[config.mk]
export PLATFORM = sky130hd
export DESIGN_NAME = lrf_regs
export DESIGN_NICKNAME = d
export VERILOG_FILES = /design/src/logic/lrf_pkg.sv /design/src/logic/lrf_bus_if.sv /design/src/logic/lrf_i2c_slave.sv /design/src/logic/lrf_regs.sv
export SDC_FILE = /design/constraint.sdc
export NUM_CORES = 1
export LEC_CHECK = 0
export BUFFER_PORTS_ARGS = -buffer_cell sky130_fd_sc_hd__clkbuf_2
export CAP_MARGIN = 10
export CELL_PAD_IN_SITES_DETAIL_PLACEMENT = 1
export CELL_PAD_IN_SITES_GLOBAL_PLACEMENT = 1
export CORE_MARGIN = 4
export CORE_UTILIZATION = 39
export CTS_CLUSTER_DIAMETER = 200
export CTS_CLUSTER_SIZE = 8
export DETAILED_ROUTE_END_ITERATION = 10
export PLACE_DENSITY = 0.7
export SLEW_MARGIN = 20
export SYNTH_ARGS = -nofsm -noshare
export SYNTH_HDL_FRONTEND = slang
export SYNTH_SLANG_ARGS = --single-unit
export TNS_END_PERCENT = 20
[constraint.sdc]
create_clock -name CLOCK -period 7.7 [get_ports CLOCK]
set_input_delay 0.77 -clock CLOCK [delete_from_list [all_inputs] [get_ports CLOCK]]
set_output_delay 0.77 -clock CLOCK [all_outputs]
set_load 0.005 [all_outputs]
[src/logic/lrf_pkg.sv]
package lrf_pkg;
  // ==========================================================
  // Register map
  localparam logic [7:0] ADDR_RAMP = 8'h09;
  localparam logic [7:0] ADDR_TRANS = 8'h0A;
  localparam logic [7:0] ADDR_FLASH = 8'h0B;
  localparam logic [7:0] ADDR_AFUP = 8'h0C;
  localparam logic [7:0] ADDR_AFLO = 8'h0D;
  localparam logic [7:0] ADDR_FLT1 = 8'h0E;
  localparam logic [7:0] ADDR_FLT2 = 8'h0F;
  localparam logic [7:0] RST_RAMP = 8'h44;
  localparam logic [7:0] RST_TRANS = 8'h00;
  localparam logic [7:0] RST_FLASH = 8'h58;
  localparam logic [7:0] RST_AFUP = 8'h80;
  localparam logic [7:0] RST_AFLO = 8'h10;
  localparam logic [7:0] RST_FLT = 8'h00;
  localparam logic [7:0] READ_ZERO = 8'h00;
  // Writable / readable bits; reserved bits read zero
  localparam logic [7:0] TRANS_MASK = 8'h7F;
  localparam logic [7:0] FLT2_MASK = 8'hE0;
  // ==========================================================
  // Field positions
  localparam int HI_MSB = 7;
  localparam int HI_LSB = 4;
  localparam int LO_MSB = 3;
  localparam int LO_LSB = 0;
  localparam int PWM_MSB = 6;
  localparam int FLT2_OVP = 7;
  localparam int FLT2_UNDERVOLTAGE_LOCKOUT_FLAG = 6;
  localparam int FLT2_FLTO = 5;
  localparam int MODE_FLASH_BIT = 1;
  // ==========================================================
  // Decode scales
  localparam int RAMP_W = 24;
  localparam int BUS_W = 13;
  localparam int PWM_W = 9;
  localparam int LIM_W = 11;
  localparam int CUR_W = 17;
  localparam logic [RAMP_W-1:0] RAMP_MIN_US = 24'h000200;
  localparam logic [RAMP_W-1:0] RAMP_UNIT_US = 24'h0003E8;
  localparam logic [PWM_W-1:0] PWM_BASE_MS = 9'h002;
  localparam logic [BUS_W-1:0] BUS_LIN_STEP_MS = 13'h0040;
  localparam logic [BUS_W-1:0] BUS_HI_STEP_MS = 13'h0100;
  localparam logic [BUS_W-1:0] BUS_HI_OFS = 13'h0007;
  localparam logic [BUS_W-1:0] BUS_MAX_MS = 13'h1000;
  localparam logic [3:0] BUS_LAST_LIN = 4'h9;
  localparam logic [3:0] BUS_LAST_HI = 4'hD;
  localparam logic [3:0] BUS_TOP = 4'hF;
  localparam logic [LIM_W-1:0] FLASH_STEP_MS = 11'h064;
  localparam logic [CUR_W-1:0] FLASH_BASE_UA = 17'h073A0;
  localparam logic [CUR_W-1:0] FLASH_DIV = 17'h0000A;
  localparam logic [CUR_W-1:0] FLASH_OFS = 17'h0000C;
  // ==========================================================
  // Timing
  localparam int CLK_MHZ = 50;
  localparam int TICK_US = 1000;
  localparam int TICK_CYC = TICK_US * CLK_MHZ;
  // ==========================================================
  // Serial slave
  localparam logic [6:0] SLAVE_ADDR_DEF = 7'h2A; // Arbitrary value
  localparam logic [3:0] BITS_PER_BYTE = 4'h8;
  typedef enum logic [2:0] {
    ST_IDLE = 3'h0,
    ST_DEV = 3'h1,
    ST_DACK = 3'h3,
    ST_DATA = 3'h2,
    ST_WACK = 3'h6,
    ST_RDAT = 3'h7,
    ST_RACK = 3'h5
  } lrf_i2c_state_t;
endpackage

[src/logic/lrf_bus_if.sv]
`timescale 1ns/1ns
interface lrf_bus_if;
  logic [7:0] addr;
  logic [7:0] wdata;
  logic wr;
  logic [7:0] rdata;
  modport master (output addr, output wdata, output wr, input rdata);
  modport slave (input addr, input wdata, input wr, output rdata);
endinterface

[src/logic/lrf_i2c_slave.sv]
`timescale 1ns/1ns
module lrf_i2c_slave
  import lrf_pkg::*;
#(
  parameter logic [6:0] SLAVE_ADDR = SLAVE_ADDR_DEF
)
(
  input wire logic clk,
  input wire logic rst_n,
  input wire logic scl_in,
  input wire logic sda_in,
  output logic sda_oe,
  lrf_bus_if.master bus
);
  logic scl_s1, scl_s2, scl_d, sda_s1, sda_s2, sda_d;
  logic rise, fall, start, stop;
  lrf_i2c_state_t state_r;
  logic [3:0] cnt_r;
  logic [7:0] sh_r, tx_r, ptr_r, wdata_r;
  logic rw_r, first_r, inc_r, nack_r, wr_r, oe_r;

  // ==========================================================
  // Pin synchronisers; edges are judged on stage two and three only
  always_ff @(posedge clk)
  begin
    if (!rst_n)
    begin
      {scl_s1, scl_s2, scl_d} <= 3'h7;
      {sda_s1, sda_s2, sda_d} <= 3'h7;
    end
    else
    begin
      {scl_s1, scl_s2, scl_d} <= {scl_in, scl_s1, scl_s2};
      {sda_s1, sda_s2, sda_d} <= {sda_in, sda_s1, sda_s2};
    end
  end

  assign rise = scl_s2 & ~scl_d;
  assign fall = ~scl_s2 & scl_d;
  assign start = scl_s2 & scl_d & sda_d & ~sda_s2;
  assign stop = scl_s2 & scl_d & ~sda_d & sda_s2;

  // ==========================================================
  // Byte engine: sample on SCL rise, drive on SCL fall
  always_ff @(posedge clk)
  begin
    if (!rst_n)
    begin
      state_r <= ST_IDLE;
      cnt_r <= 4'h0;
      sh_r <= 8'h00;
      tx_r <= 8'h00;
      ptr_r <= 8'h00;
      wdata_r <= 8'h00;
      rw_r <= 1'b0;
      first_r <= 1'b0;
      inc_r <= 1'b0;
      nack_r <= 1'b1;
      wr_r <= 1'b0;
      oe_r <= 1'b0;
    end
    else
    begin
      wr_r <= 1'b0;
      if (start)
      begin
        state_r <= ST_DEV;
        cnt_r <= 4'h0;
        oe_r <= 1'b0;
      end
      else if (stop)
      begin
        state_r <= ST_IDLE;
        oe_r <= 1'b0;
      end
      else if (rise)
      begin
        if (state_r == ST_DEV || state_r == ST_DATA || state_r == ST_RDAT)
        begin
          sh_r <= {sh_r[6:0], sda_s2};
          cnt_r <= cnt_r + 4'h1;
        end
        if (state_r == ST_RACK)
          nack_r <= sda_s2;
      end
      else if (fall)
      begin
        unique case (state_r)
          ST_IDLE: ;
          ST_DEV:
            if (cnt_r == BITS_PER_BYTE)
            begin
              cnt_r <= 4'h0;
              if (sh_r[7:1] == SLAVE_ADDR)
              begin
                state_r <= ST_DACK;
                oe_r <= 1'b1;
                rw_r <= sh_r[0];
              end
              else
                state_r <= ST_IDLE;
            end
          ST_DACK:
            if (rw_r)
            begin
              state_r <= ST_RDAT;
              tx_r <= {bus.rdata[6:0], 1'b0};
              oe_r <= ~bus.rdata[7];
            end
            else
            begin
              state_r <= ST_DATA;
              first_r <= 1'b1;
              oe_r <= 1'b0;
            end
          ST_DATA:
            if (cnt_r == BITS_PER_BYTE)
            begin
              cnt_r <= 4'h0;
              state_r <= ST_WACK;
              oe_r <= 1'b1;
              first_r <= 1'b0;
              if (first_r)
                ptr_r <= sh_r;
              else
              begin
                wdata_r <= sh_r;
                wr_r <= 1'b1;
                inc_r <= 1'b1;
              end
            end
          ST_WACK:
          begin
            state_r <= ST_DATA;
            oe_r <= 1'b0;
            inc_r <= 1'b0;
            if (inc_r)
              ptr_r <= ptr_r + 8'h01;
          end
          ST_RDAT:
            if (cnt_r == BITS_PER_BYTE)
            begin
              // Advance early so the next byte is ready at the ack fall
              cnt_r <= 4'h0;
              oe_r <= 1'b0;
              state_r <= ST_RACK;
              ptr_r <= ptr_r + 8'h01;
            end
            else
            begin
              oe_r <= ~tx_r[7];
              tx_r <= {tx_r[6:0], 1'b0};
            end
          ST_RACK:
            if (!nack_r)
            begin
              state_r <= ST_RDAT;
              tx_r <= {bus.rdata[6:0], 1'b0};
              oe_r <= ~bus.rdata[7];
            end
            else
              state_r <= ST_IDLE;
          default: state_r <= ST_IDLE;
        endcase
      end
    end
  end

  assign bus.addr = ptr_r;
  assign bus.wdata = wdata_r;
  assign bus.wr = wr_r;
  assign sda_oe = oe_r;
endmodule // lrf_i2c_slave

[src/logic/lrf_regs.sv]
`timescale 1ns/1ns
module lrf_regs
  import lrf_pkg::*;
#(
  parameter int TICK_CYCLES = TICK_CYC,
  parameter logic [6:0] SLAVE_ADDR = SLAVE_ADDR_DEF
)
(
  input wire logic CLOCK,
  input wire logic RST_N,
  input wire logic SCL,
  input wire logic SDA_IN,
  output logic SDA_OUT,
  output logic SDA_OE,
  input wire logic [1:0] OPERATING_MODE_SELECT,
  input wire logic [2:0] FAULT_OPEN,
  input wire logic [2:0] FAULT_SHORT,
  input wire logic FAULT_OVERCURRENT,
  input wire logic FAULT_OVERTEMP,
  input wire logic FAULT_OVERVOLTAGE,
  input wire logic FAULT_UNDERVOLTAGE,
  output logic [lrf_pkg::RAMP_W-1:0] RISE_RAMP_US,
  output logic [lrf_pkg::RAMP_W-1:0] FALL_RAMP_US,
  output logic [lrf_pkg::PWM_W-1:0] PULSE_TRANS_MS,
  output logic [lrf_pkg::BUS_W-1:0] BUS_TRANS_MS,
  output logic BUS_STEP_MODE,
  output logic FLASH_ON,
  output logic [lrf_pkg::LIM_W-1:0] FLASH_LIMIT_MS,
  output logic [lrf_pkg::CUR_W-1:0] FLASH_CURRENT_UA,
  output logic [7:0] AUTOFREQ_UPPER_VALUE,
  output logic [7:0] AUTOFREQ_LOWER_VALUE
);
  import lrf_pkg::*;

  lrf_bus_if bus ();
  logic sda_oe_w;
  logic [7:0] ramp_r, trans_r, flash_r, afup_r, aflo_r, flt1_r, flt2_r, rdata_r;
  logic [9:0] flt_s1, flt_s2;
  logic [7:0] ev1;
  logic [7:0] ev2;
  logic [3:0] rise_ramp_code, fall_ramp_code, bus_transition_code;
  logic [3:0] flash_limit_code, flash_current_code;
  logic [2:0] pulse_input_transition_code;
  logic flash_mode;
  logic [15:0] tick_cnt_r;
  logic tick_r;
  logic [LIM_W-1:0] ms_cnt_r, limit_ms;
  logic expired_r, flto_ev_r;
  logic [RAMP_W-1:0] rise_us_r, fall_us_r;
  logic [PWM_W-1:0] pulse_ms_r;
  logic [BUS_W-1:0] bus_ms_r;
  logic step_r, flash_on_r;
  logic [LIM_W-1:0] limit_out_r;
  logic [CUR_W-1:0] cur_out_r;

  // ==========================================================
  // Decoders
  function automatic logic [RAMP_W-1:0] ramp_us(input logic [3:0] code);
    if (code == 4'h0)
      ramp_us = RAMP_MIN_US;
    else
      ramp_us = RAMP_UNIT_US << (code - 4'h1);
  endfunction

  function automatic logic [BUS_W-1:0] bus_ms(input logic [3:0] code);
    logic [3:0] c;
    c = (code > BUS_LAST_HI && code != BUS_TOP) ? BUS_LAST_HI : code;
    if (c == 4'h0)
      bus_ms = '0;
    else if (c <= BUS_LAST_LIN)
      bus_ms = BUS_LIN_STEP_MS * ({9'h000, c} + 13'h0001);
    else if (c == BUS_TOP)
      bus_ms = BUS_MAX_MS;
    else
      bus_ms = BUS_HI_STEP_MS * ({9'h000, c} - BUS_HI_OFS);
  endfunction

  // ==========================================================
  // Serial slave
  lrf_i2c_slave #(.SLAVE_ADDR(SLAVE_ADDR)) u_slave (
    .clk(CLOCK),
    .rst_n(RST_N),
    .scl_in(SCL),
    .sda_in(SDA_IN),
    .sda_oe(sda_oe_w),
    .bus(bus.master)
  );

  // Open drain: line is only ever pulled low
  assign SDA_OE = sda_oe_w;
  always_ff @(posedge CLOCK)
    SDA_OUT <= 1'b0;

  // ==========================================================
  // Settings registers
  always_ff @(posedge CLOCK)
  begin
    if (!RST_N)
    begin
      ramp_r <= RST_RAMP;
      trans_r <= RST_TRANS;
      flash_r <= RST_FLASH;
      afup_r <= RST_AFUP;
      aflo_r <= RST_AFLO;
    end
    else if (bus.wr)
    begin
      unique case (bus.addr)
        ADDR_RAMP: ramp_r <= bus.wdata;
        ADDR_TRANS: trans_r <= bus.wdata & TRANS_MASK;
        ADDR_FLASH: flash_r <= bus.wdata;
        ADDR_AFUP: afup_r <= bus.wdata;
        ADDR_AFLO: aflo_r <= bus.wdata;
        default: ;
      endcase
    end
  end

  assign rise_ramp_code = ramp_r[HI_MSB:HI_LSB];
  assign fall_ramp_code = ramp_r[LO_MSB:LO_LSB];
  assign pulse_input_transition_code = trans_r[PWM_MSB:HI_LSB];
  assign bus_transition_code = trans_r[LO_MSB:LO_LSB];
  assign flash_limit_code = flash_r[HI_MSB:HI_LSB];
  assign flash_current_code = flash_r[LO_MSB:LO_LSB];

  // ==========================================================
  // Fault flags
  // Fault detectors are analog and asynchronous, hence two flops
  always_ff @(posedge CLOCK)
  begin
    if (!RST_N)
    begin
      flt_s1 <= 10'h000;
      flt_s2 <= 10'h000;
    end
    else
    begin
      flt_s1 <= {FAULT_OPEN, FAULT_SHORT, FAULT_OVERCURRENT, FAULT_OVERTEMP, FAULT_OVERVOLTAGE, FAULT_UNDERVOLTAGE};
      flt_s2 <= flt_s1;
    end
  end

  // Channel 1 sits in the high bit of each group
  assign ev1 = {flt_s2[7], flt_s2[8], flt_s2[9], flt_s2[4], flt_s2[5], flt_s2[6],
                flt_s2[3], flt_s2[2]};

  always_comb
  begin
    ev2 = READ_ZERO;
    ev2[FLT2_OVP] = flt_s2[1];
    ev2[FLT2_UNDERVOLTAGE_LOCKOUT_FLAG] = flt_s2[0];
    ev2[FLT2_FLTO] = flto_ev_r;
  end

  // Writing zero clears, writing one keeps; a new event wins over the clear
  always_ff @(posedge CLOCK)
  begin
    if (!RST_N)
    begin
      flt1_r <= RST_FLT;
      flt2_r <= RST_FLT;
    end
    else
    begin
      if (bus.wr && bus.addr == ADDR_FLT1)
        flt1_r <= (flt1_r & bus.wdata) | ev1;
      else
        flt1_r <= flt1_r | ev1;
      if (bus.wr && bus.addr == ADDR_FLT2)
        flt2_r <= ((flt2_r & bus.wdata) | ev2) & FLT2_MASK;
      else
        flt2_r <= (flt2_r | ev2) & FLT2_MASK;
    end
  end

  // ==========================================================
  // Read-back, registered each cycle from the current pointer
  always_ff @(posedge CLOCK)
  begin
    if (!RST_N)
      rdata_r <= READ_ZERO;
    else
    begin
      unique case (bus.addr)
        ADDR_RAMP: rdata_r <= ramp_r;
        ADDR_TRANS: rdata_r <= trans_r;
        ADDR_FLASH: rdata_r <= flash_r;
        ADDR_AFUP: rdata_r <= afup_r;
        ADDR_AFLO: rdata_r <= aflo_r;
        ADDR_FLT1: rdata_r <= flt1_r;
        ADDR_FLT2: rdata_r <= flt2_r;
        default: rdata_r <= READ_ZERO;
      endcase
    end
  end
  assign bus.rdata = rdata_r;

  // ==========================================================
  // Flash limit timer on a millisecond enable
  assign flash_mode = OPERATING_MODE_SELECT[MODE_FLASH_BIT];
  assign limit_ms = FLASH_STEP_MS * {7'h00, flash_limit_code};

  always_ff @(posedge CLOCK)
  begin
    if (!RST_N)
    begin
      tick_cnt_r <= 16'h0000;
      tick_r <= 1'b0;
    end
    else
    begin
      tick_r <= (tick_cnt_r == 16'(TICK_CYCLES - 1));
      if (tick_cnt_r == 16'(TICK_CYCLES - 1))
        tick_cnt_r <= 16'h0000;
      else
        tick_cnt_r <= tick_cnt_r + 16'h0001;
    end
  end

  // Limit is counted from entry into flash mode; code 0 never expires
  always_ff @(posedge CLOCK)
  begin
    if (!RST_N)
    begin
      ms_cnt_r <= '0;
      expired_r <= 1'b0;
      flto_ev_r <= 1'b0;
    end
    else
    begin
      flto_ev_r <= 1'b0;
      if (!flash_mode)
      begin
        ms_cnt_r <= '0;
        expired_r <= 1'b0;
      end
      else if (!expired_r && flash_limit_code != 4'h0 && tick_r)
      begin
        ms_cnt_r <= ms_cnt_r + 11'h001;
        if (ms_cnt_r + 11'h001 >= limit_ms)
        begin
          expired_r <= 1'b1;
          flto_ev_r <= 1'b1;
        end
      end
    end
  end

  // ==========================================================
  // Registered outputs; current divides first so the product fits its width
  always_ff @(posedge CLOCK)
  begin
    if (!RST_N)
      {rise_us_r, fall_us_r, pulse_ms_r, bus_ms_r, step_r, flash_on_r, limit_out_r, cur_out_r} <= '0;
    else
    begin
      rise_us_r <= ramp_us(rise_ramp_code);
      fall_us_r <= ramp_us(fall_ramp_code);
      pulse_ms_r <= PWM_BASE_MS << pulse_input_transition_code;
      bus_ms_r <= bus_ms(bus_transition_code);
      step_r <= (bus_transition_code == 4'h0);
      flash_on_r <= flash_mode & ~expired_r;
      limit_out_r <= flash_mode ? limit_ms : '0;
      cur_out_r <= flash_mode
        ? (FLASH_BASE_UA / FLASH_DIV) * (FLASH_OFS + {13'h0000, flash_current_code})
        : '0;
    end
  end

  assign RISE_RAMP_US = rise_us_r;
  assign FALL_RAMP_US = fall_us_r;
  assign PULSE_TRANS_MS = pulse_ms_r;
  assign BUS_TRANS_MS = bus_ms_r;
  assign BUS_STEP_MODE = step_r;
  assign FLASH_ON = flash_on_r;
  assign FLASH_LIMIT_MS = limit_out_r;
  assign FLASH_CURRENT_UA = cur_out_r;
  assign AUTOFREQ_UPPER_VALUE = afup_r;
  assign AUTOFREQ_LOWER_VALUE = aflo_r;
endmodule // lrf_regs

# Word level (Yosys, flattened, before mapping)
# Index checks and enable logic that the tools add are counted.
[totals] reg_bits=264 inputBits=16 wordCells=229
[classes] n_addsub=9 mul=2 order_cmp=3 n_eq_ne=35 shifts=3 muxes=48 bitwise_logic=30 reduce_logical=52
[op_table] cell="$mux 8" n=9
[op_table] cell="$eq 8x4->1 const B" n=7
[op_table] cell="$pmux 8 s7" n=1
[op_table] cell="$pmux 8 s3" n=2
[op_table] cell="$shl 10x4->24 const A" n=2
[op_table] cell="$reduce_and 7->1" n=5
[op_table] cell="$or 8x8->8" n=4
[op_table] cell="$mux 13" n=2
[op_table] cell="$mux 4" n=6
[op_table] cell="$pmux 3 s7" n=1
[op_table] cell="$mux 10" n=2
[op_table] cell="$ne 2x2->1 const B" n=9
[op_table] cell="$add 16x1->16 const B" n=1
[op_table] cell="$and 8x8->8" n=2
[op_table] cell="$eq 16x16->1 const B" n=1
[op_table] cell="$logic_not 4->1" n=4
[op_table] cell="$mux 1" n=16
[op_table] cell="$not 1->1" n=16
[op_table] cell="$mux 3" n=5
[op_table] cell="$reduce_and 2->1" n=7
[op_table] cell="$mul 8x5->13 const A" n=1
[op_table] cell="$ne 4x2->1 const B" n=3
[op_table] cell="$reduce_and 6->1" n=2
[op_table] cell="$add 11x1->11 const B" n=1
[op_table] cell="40 further kinds" n=73

# Longest topological paths before layout
[logic_depth] word_depth=8 mapped_depth=13 depth_no_buf=13

# Cells and area by module
# Synthesis repeated with hierarchy kept, for this count alone.
[hier_totals] hier_cells=1223 area_unflattened_um2=11210.8
[by_module_without_submodules] mod="lrf_regs" n_inst=1 cells_per_inst=913 area_each_um2=8491.9 seq_area_each_um2=3783.6
[by_module_without_submodules] mod="lrf_i2c_slave" n_inst=1 cells_per_inst=310 area_each_um2=2718.9 seq_area_each_um2=1001.0

# Worst setup path after synthesis
# OpenSTA, ideal clock, no wires.
[synth_path] kind="register -> register" start="reg flash_r[2]" end="reg cur_out_r[14] (netlist: FLASH_CURRENT_UA[14])" setup_time_ns=0.072 t_arrival_ns=2.645 t_required_ns=7.628 path_slack_ns=4.983 path_stages_with_launch=12 period_less_slack_ns=2.717 cell_sequence="dfxtp_1 > inv_1 > ha_1 > inv_1 > ha_1 > ha_1 > ha_1 > fa_1 > a211oi_1 > o21bai_1 > a21oi_1 > mux2i_1"
[synth_via] elab_chain_cells=2
[synth_rtl] item="start: declaration" line="lrf_regs.sv:37" rtl="logic [7:0] ramp_r, trans_r, flash_r, afup_r, aflo_r, flt1_r, flt2_r, rdata_r;"
[synth_rtl] item="start signal: assignment" line="lrf_regs.sv:111" rtl="ADDR_FLASH: flash_r <= bus.wdata;"
[synth_rtl] item="$add 4x4->5" line="lrf_regs.sv:265" rtl="? (FLASH_BASE_UA / FLASH_DIV) * (FLASH_OFS + {13'h0000, flash_current_code})"
[synth_rtl] item="$mul 8x5->13" line="lrf_regs.sv:265"
[synth_rtl] item="end signal: assignment" line="lrf_regs.sv:264" rtl="cur_out_r <= flash_mode"
[synth_rtl] item="end: declaration" line="lrf_regs.sv:54" rtl="logic [CUR_W-1:0] cur_out_r;"
# Every way passes these cells.
# A chain may end at the register's enable or synchronous reset.

# Worst setup path in the final report
[layout_path] start="reg flash_r[3]" end="reg cur_out_r[14] (netlist: FLASH_CURRENT_UA[14])"
# Same word-level chain as after synthesis.

==> qor.yml <==
synth_top_area_frac: 0.4320
avgRoutedWirePerCell_um: 17.41
max_stage_delay_ns: 0.52
final_nets: 1395
ys_ff_latch: 239
grt_max_degree: 78
seq_area_frac_synth: 0.4320
clkSinkCount: 239
drc: 0
relSlewSlack: 0.3952
h-tree-depth: 2
multi_input_area_um2: 5717
hp-start: "u_slave.sda_s1"
drtIter0Drc: 469
grt-ovfl-total: 0
cp_cell_sequence: "inv_1 -> ha_1 -> inv_1 -> ha_1 -> ha_1 -> ha_1 -> fa_1 -> a211oi_1 -> o21bai_1 -> a21oi_1 -> mux2i_1"
rsz0062_at_grt: "false"
cp-end-kind: "register"
yosys_warnings: 0
dieArea_um2: 31160
switching_share: 0.2149
dp_hpwl_um: 20890
dpl-instance-area_um2: 11800
p_int_mw: 2.088
drive_above_1_share: 0.1348
status: "finished clean"
finalSetupTns_ns: 0
ctsHoldBuffers: 0
cts_buffers: 35
placed_cells: 1645
clockRootBuffer: "clkbuf_16"
insertion_delay_ns: 0.51
via_per_inst: 5.285
clk_pin_slew_ns: 0.05
regArea_um2: 4785
synth.most_common_cell: "dfxtp_1"
cts_resized: 0
peakVddDrop_uv: 145.4
r2r_setup_slack_ns: 4.58
clock_power_share: 0.500
path_max_fanout: 8
synth_edf_count: 0
netlist_area_um2: 11080
start_util: 0.3965
hold_viol_final: 0
antenna_found_initial: 0
grt_pass1_vias: 9207
critPathSlowestCell: "dfxtp_1"
synth_top_area_cell: "dfxtp_1"
top_level_ports: 134
worst_slew_pin_slew_ns: 0.8820
crit_arrival_ns: 3.55
die_x_um: 176.5
r2r_start: "flash_r[3]"
syn_inst: 1215
fillers: 3299
setup_viol: 0
core-area_um2: 27930
worstSetupStartpointType: "register"
min_path_type: "register to register"
p_total_mw: 2.660
clockBufferDepth: 3
synth.avg_cell_area_um2: 9.116
p_switching_uw: 571.6
area_delta_synth_final_pct: 14.97
fin_crit_sh: 0.4056
place.port_buffers: 112
required_ns: 8.13
rows: 61
synth_common_cells: "239 x dfxtp_1, 118 x nor2_1, 75 x nand2_1, 74 x a21oi_1, 71 x ha_1"
grt_use_total: 0.1887
die_h_um: 176.5
whs_endpoint: "u_slave.sda_s2"
ys_types: 77
finalMaxSlewViolations: 0
synthArstFlopShare: 0
p_leak_nw: 5.483
seq_power_share: 0.477
fmax_mhz: 320.2
antenna_cells: 0
grt_pass1_wl_um: 48850
p_comb_frac: 0.023
worst_path_most_repeated_cell: "ha_1"
period_minus_slack_ns: 3.123
power_density_nw_per_um2: 208.9
cts_setup_buffers: 0
fin_skew_ns: 0.01882
instances_no_fill: 1684
via_count: 8900
wl_um: 29320
maxCapViolCount: 0
cts_tree: "yes"
place_congestion: 0.8622
fin_area_um2: 12730
synthFlopType: "dfxtp_1"
ant_nets: 0
holdPathStages: 1
firstDrtPassIters: 4
synth.area.top_cells: "dfxtp_1 43%, ha_1 8.0%, mux2i_1 6.1%, nor2_1 4.0%, a21oi_1 3.3%"
r2r_end: "FLASH_CURRENT_UA[14]"
critical_path_class: "register to register"
r2r_cells: 11
==> cell type report <==
cell class                 count  area share
clock inverter                 3    0.004127
clock buffer                  36     0.06908
inverter                      63     0.01857
sequential                   239      0.3757
tap                          378     0.03714
timing repair buffer         116     0.04638
multi-input combinational    849      0.4490
==> registers in the layout, summed over array words and instances, names as in the netlist, 9 cells and up <==
name and cells:
RISE_RAMP_US 21, FLASH_CURRENT_UA 13, ms_cnt_r 11, flt_s2 10, FALL_RAMP_US 21, flt_s1 10
tick_cnt_r 16, FLASH_LIMIT_MS 9
==> critical path: cells and delay by family, from the launching register on <==
| family | cells | cell delay [ns] |
|---|---|---|
| compound gates | 3 | 0.64 |
| fa+ha+maj | 5 | 1.42 |
| flops | 1 | 0.52 |
| buf+inv | 2 | 0.24 |
| mux | 1 | 0.22 |
==> cells in the final DEF (no fill, tap or decap), types with 7 or more instances in the layout <==
master,count
nand2b_1,19
dfxtp_1,239
and2_1,27
nand3_1,33
a31oi_1,9
a21o_1,8
or3_1,11
o31ai_1,9
nor2b_1,10
inv_1,60
xor2_1,19
mux2i_1,67
clkbuf_16,35
a21oi_1,74
clkbuf_2,112
nand4_1,12
nand2_1,75
ha_1,71
conb_1,20
nor3_1,31
nor2_1,118
a211oi_1,16
and3_1,19
xnor2_1,21
o21ai_0,54
a22oi_1,7
==> stage by stage <==
step | setup slack (ns) | hold slack [ns] | util
3_5_place_dp | 4.586 | 0.3986 | 0.4225
2_1_floorplan | 4.983 | 0.3863 | -
3_3_place_gp | 4.622 | 0.3903 | 0.4225
5_1_grt | 4.315 | 0.4164 | 0.4558
4_1_cts | 4.534 | 0.4115 | 0.4558
6_report | 4.577 | 0.4058 | 0.4558
==> per-layer routing <==
metal  vias to the layer above  wire (µm)  global-route usage
met3                        67       1149             0.03062
met4                         0        925             0.06480
met5                         -          0                   0
met2                       171      13350              0.3067
li1                       4373          -                   -
met1                      4289      13900              0.2556
==> power by group through the flow <==
stage | sequential (mW) | combinational, mW | clock [mW]
after floorplan | 1.29 | 0.0470 | 0
after global placement | 1.29 | 0.0619 | 0
after detailed placement | 1.29 | 0.0633 | 0
after CTS | 1.27 | 0.0633 | 1.38
after global routing | 1.27 | 0.0710 | 1.43
final | 1.27 | 0.0622 | 1.33
==> kinds of logic (layout without fill, tap and decap cells) <==
logic type,after synthesis,count (layout),synth area share
AND/OR/NAND/NOR,403,403,0.1867
flip-flops,239,239,0.4320
adder cells (fa/ha/maj),76,76,0.08834
other,1,20,0.0003386
multiplexers,73,73,0.06665
XOR/XNOR,40,40,0.03163
AO/OA/AOI/OAI,237,237,0.1360
buffers and inverters,146,218,0.05829
==> worst max-delay path by stage <==
stage / to / depth (start not counted) / slack, ns / startpoint
after global placement: FLASH_CURRENT_UA[14] / 11 / 4.62 / flash_r[2]
after CTS: FLASH_CURRENT_UA[14] / 11 / 4.53 / flash_r[3]
after global routing: FLASH_CURRENT_UA[14] / 11 / 4.32 / flash_r[3]
final: FLASH_CURRENT_UA[14] / 11 / 4.58 / flash_r[3]
after floorplan: FLASH_CURRENT_UA[14] / 11 / 4.98 / flash_r[2]
after detailed placement: FLASH_CURRENT_UA[14] / 11 / 4.59 / flash_r[3]
(Power assumes the default switching activity.)
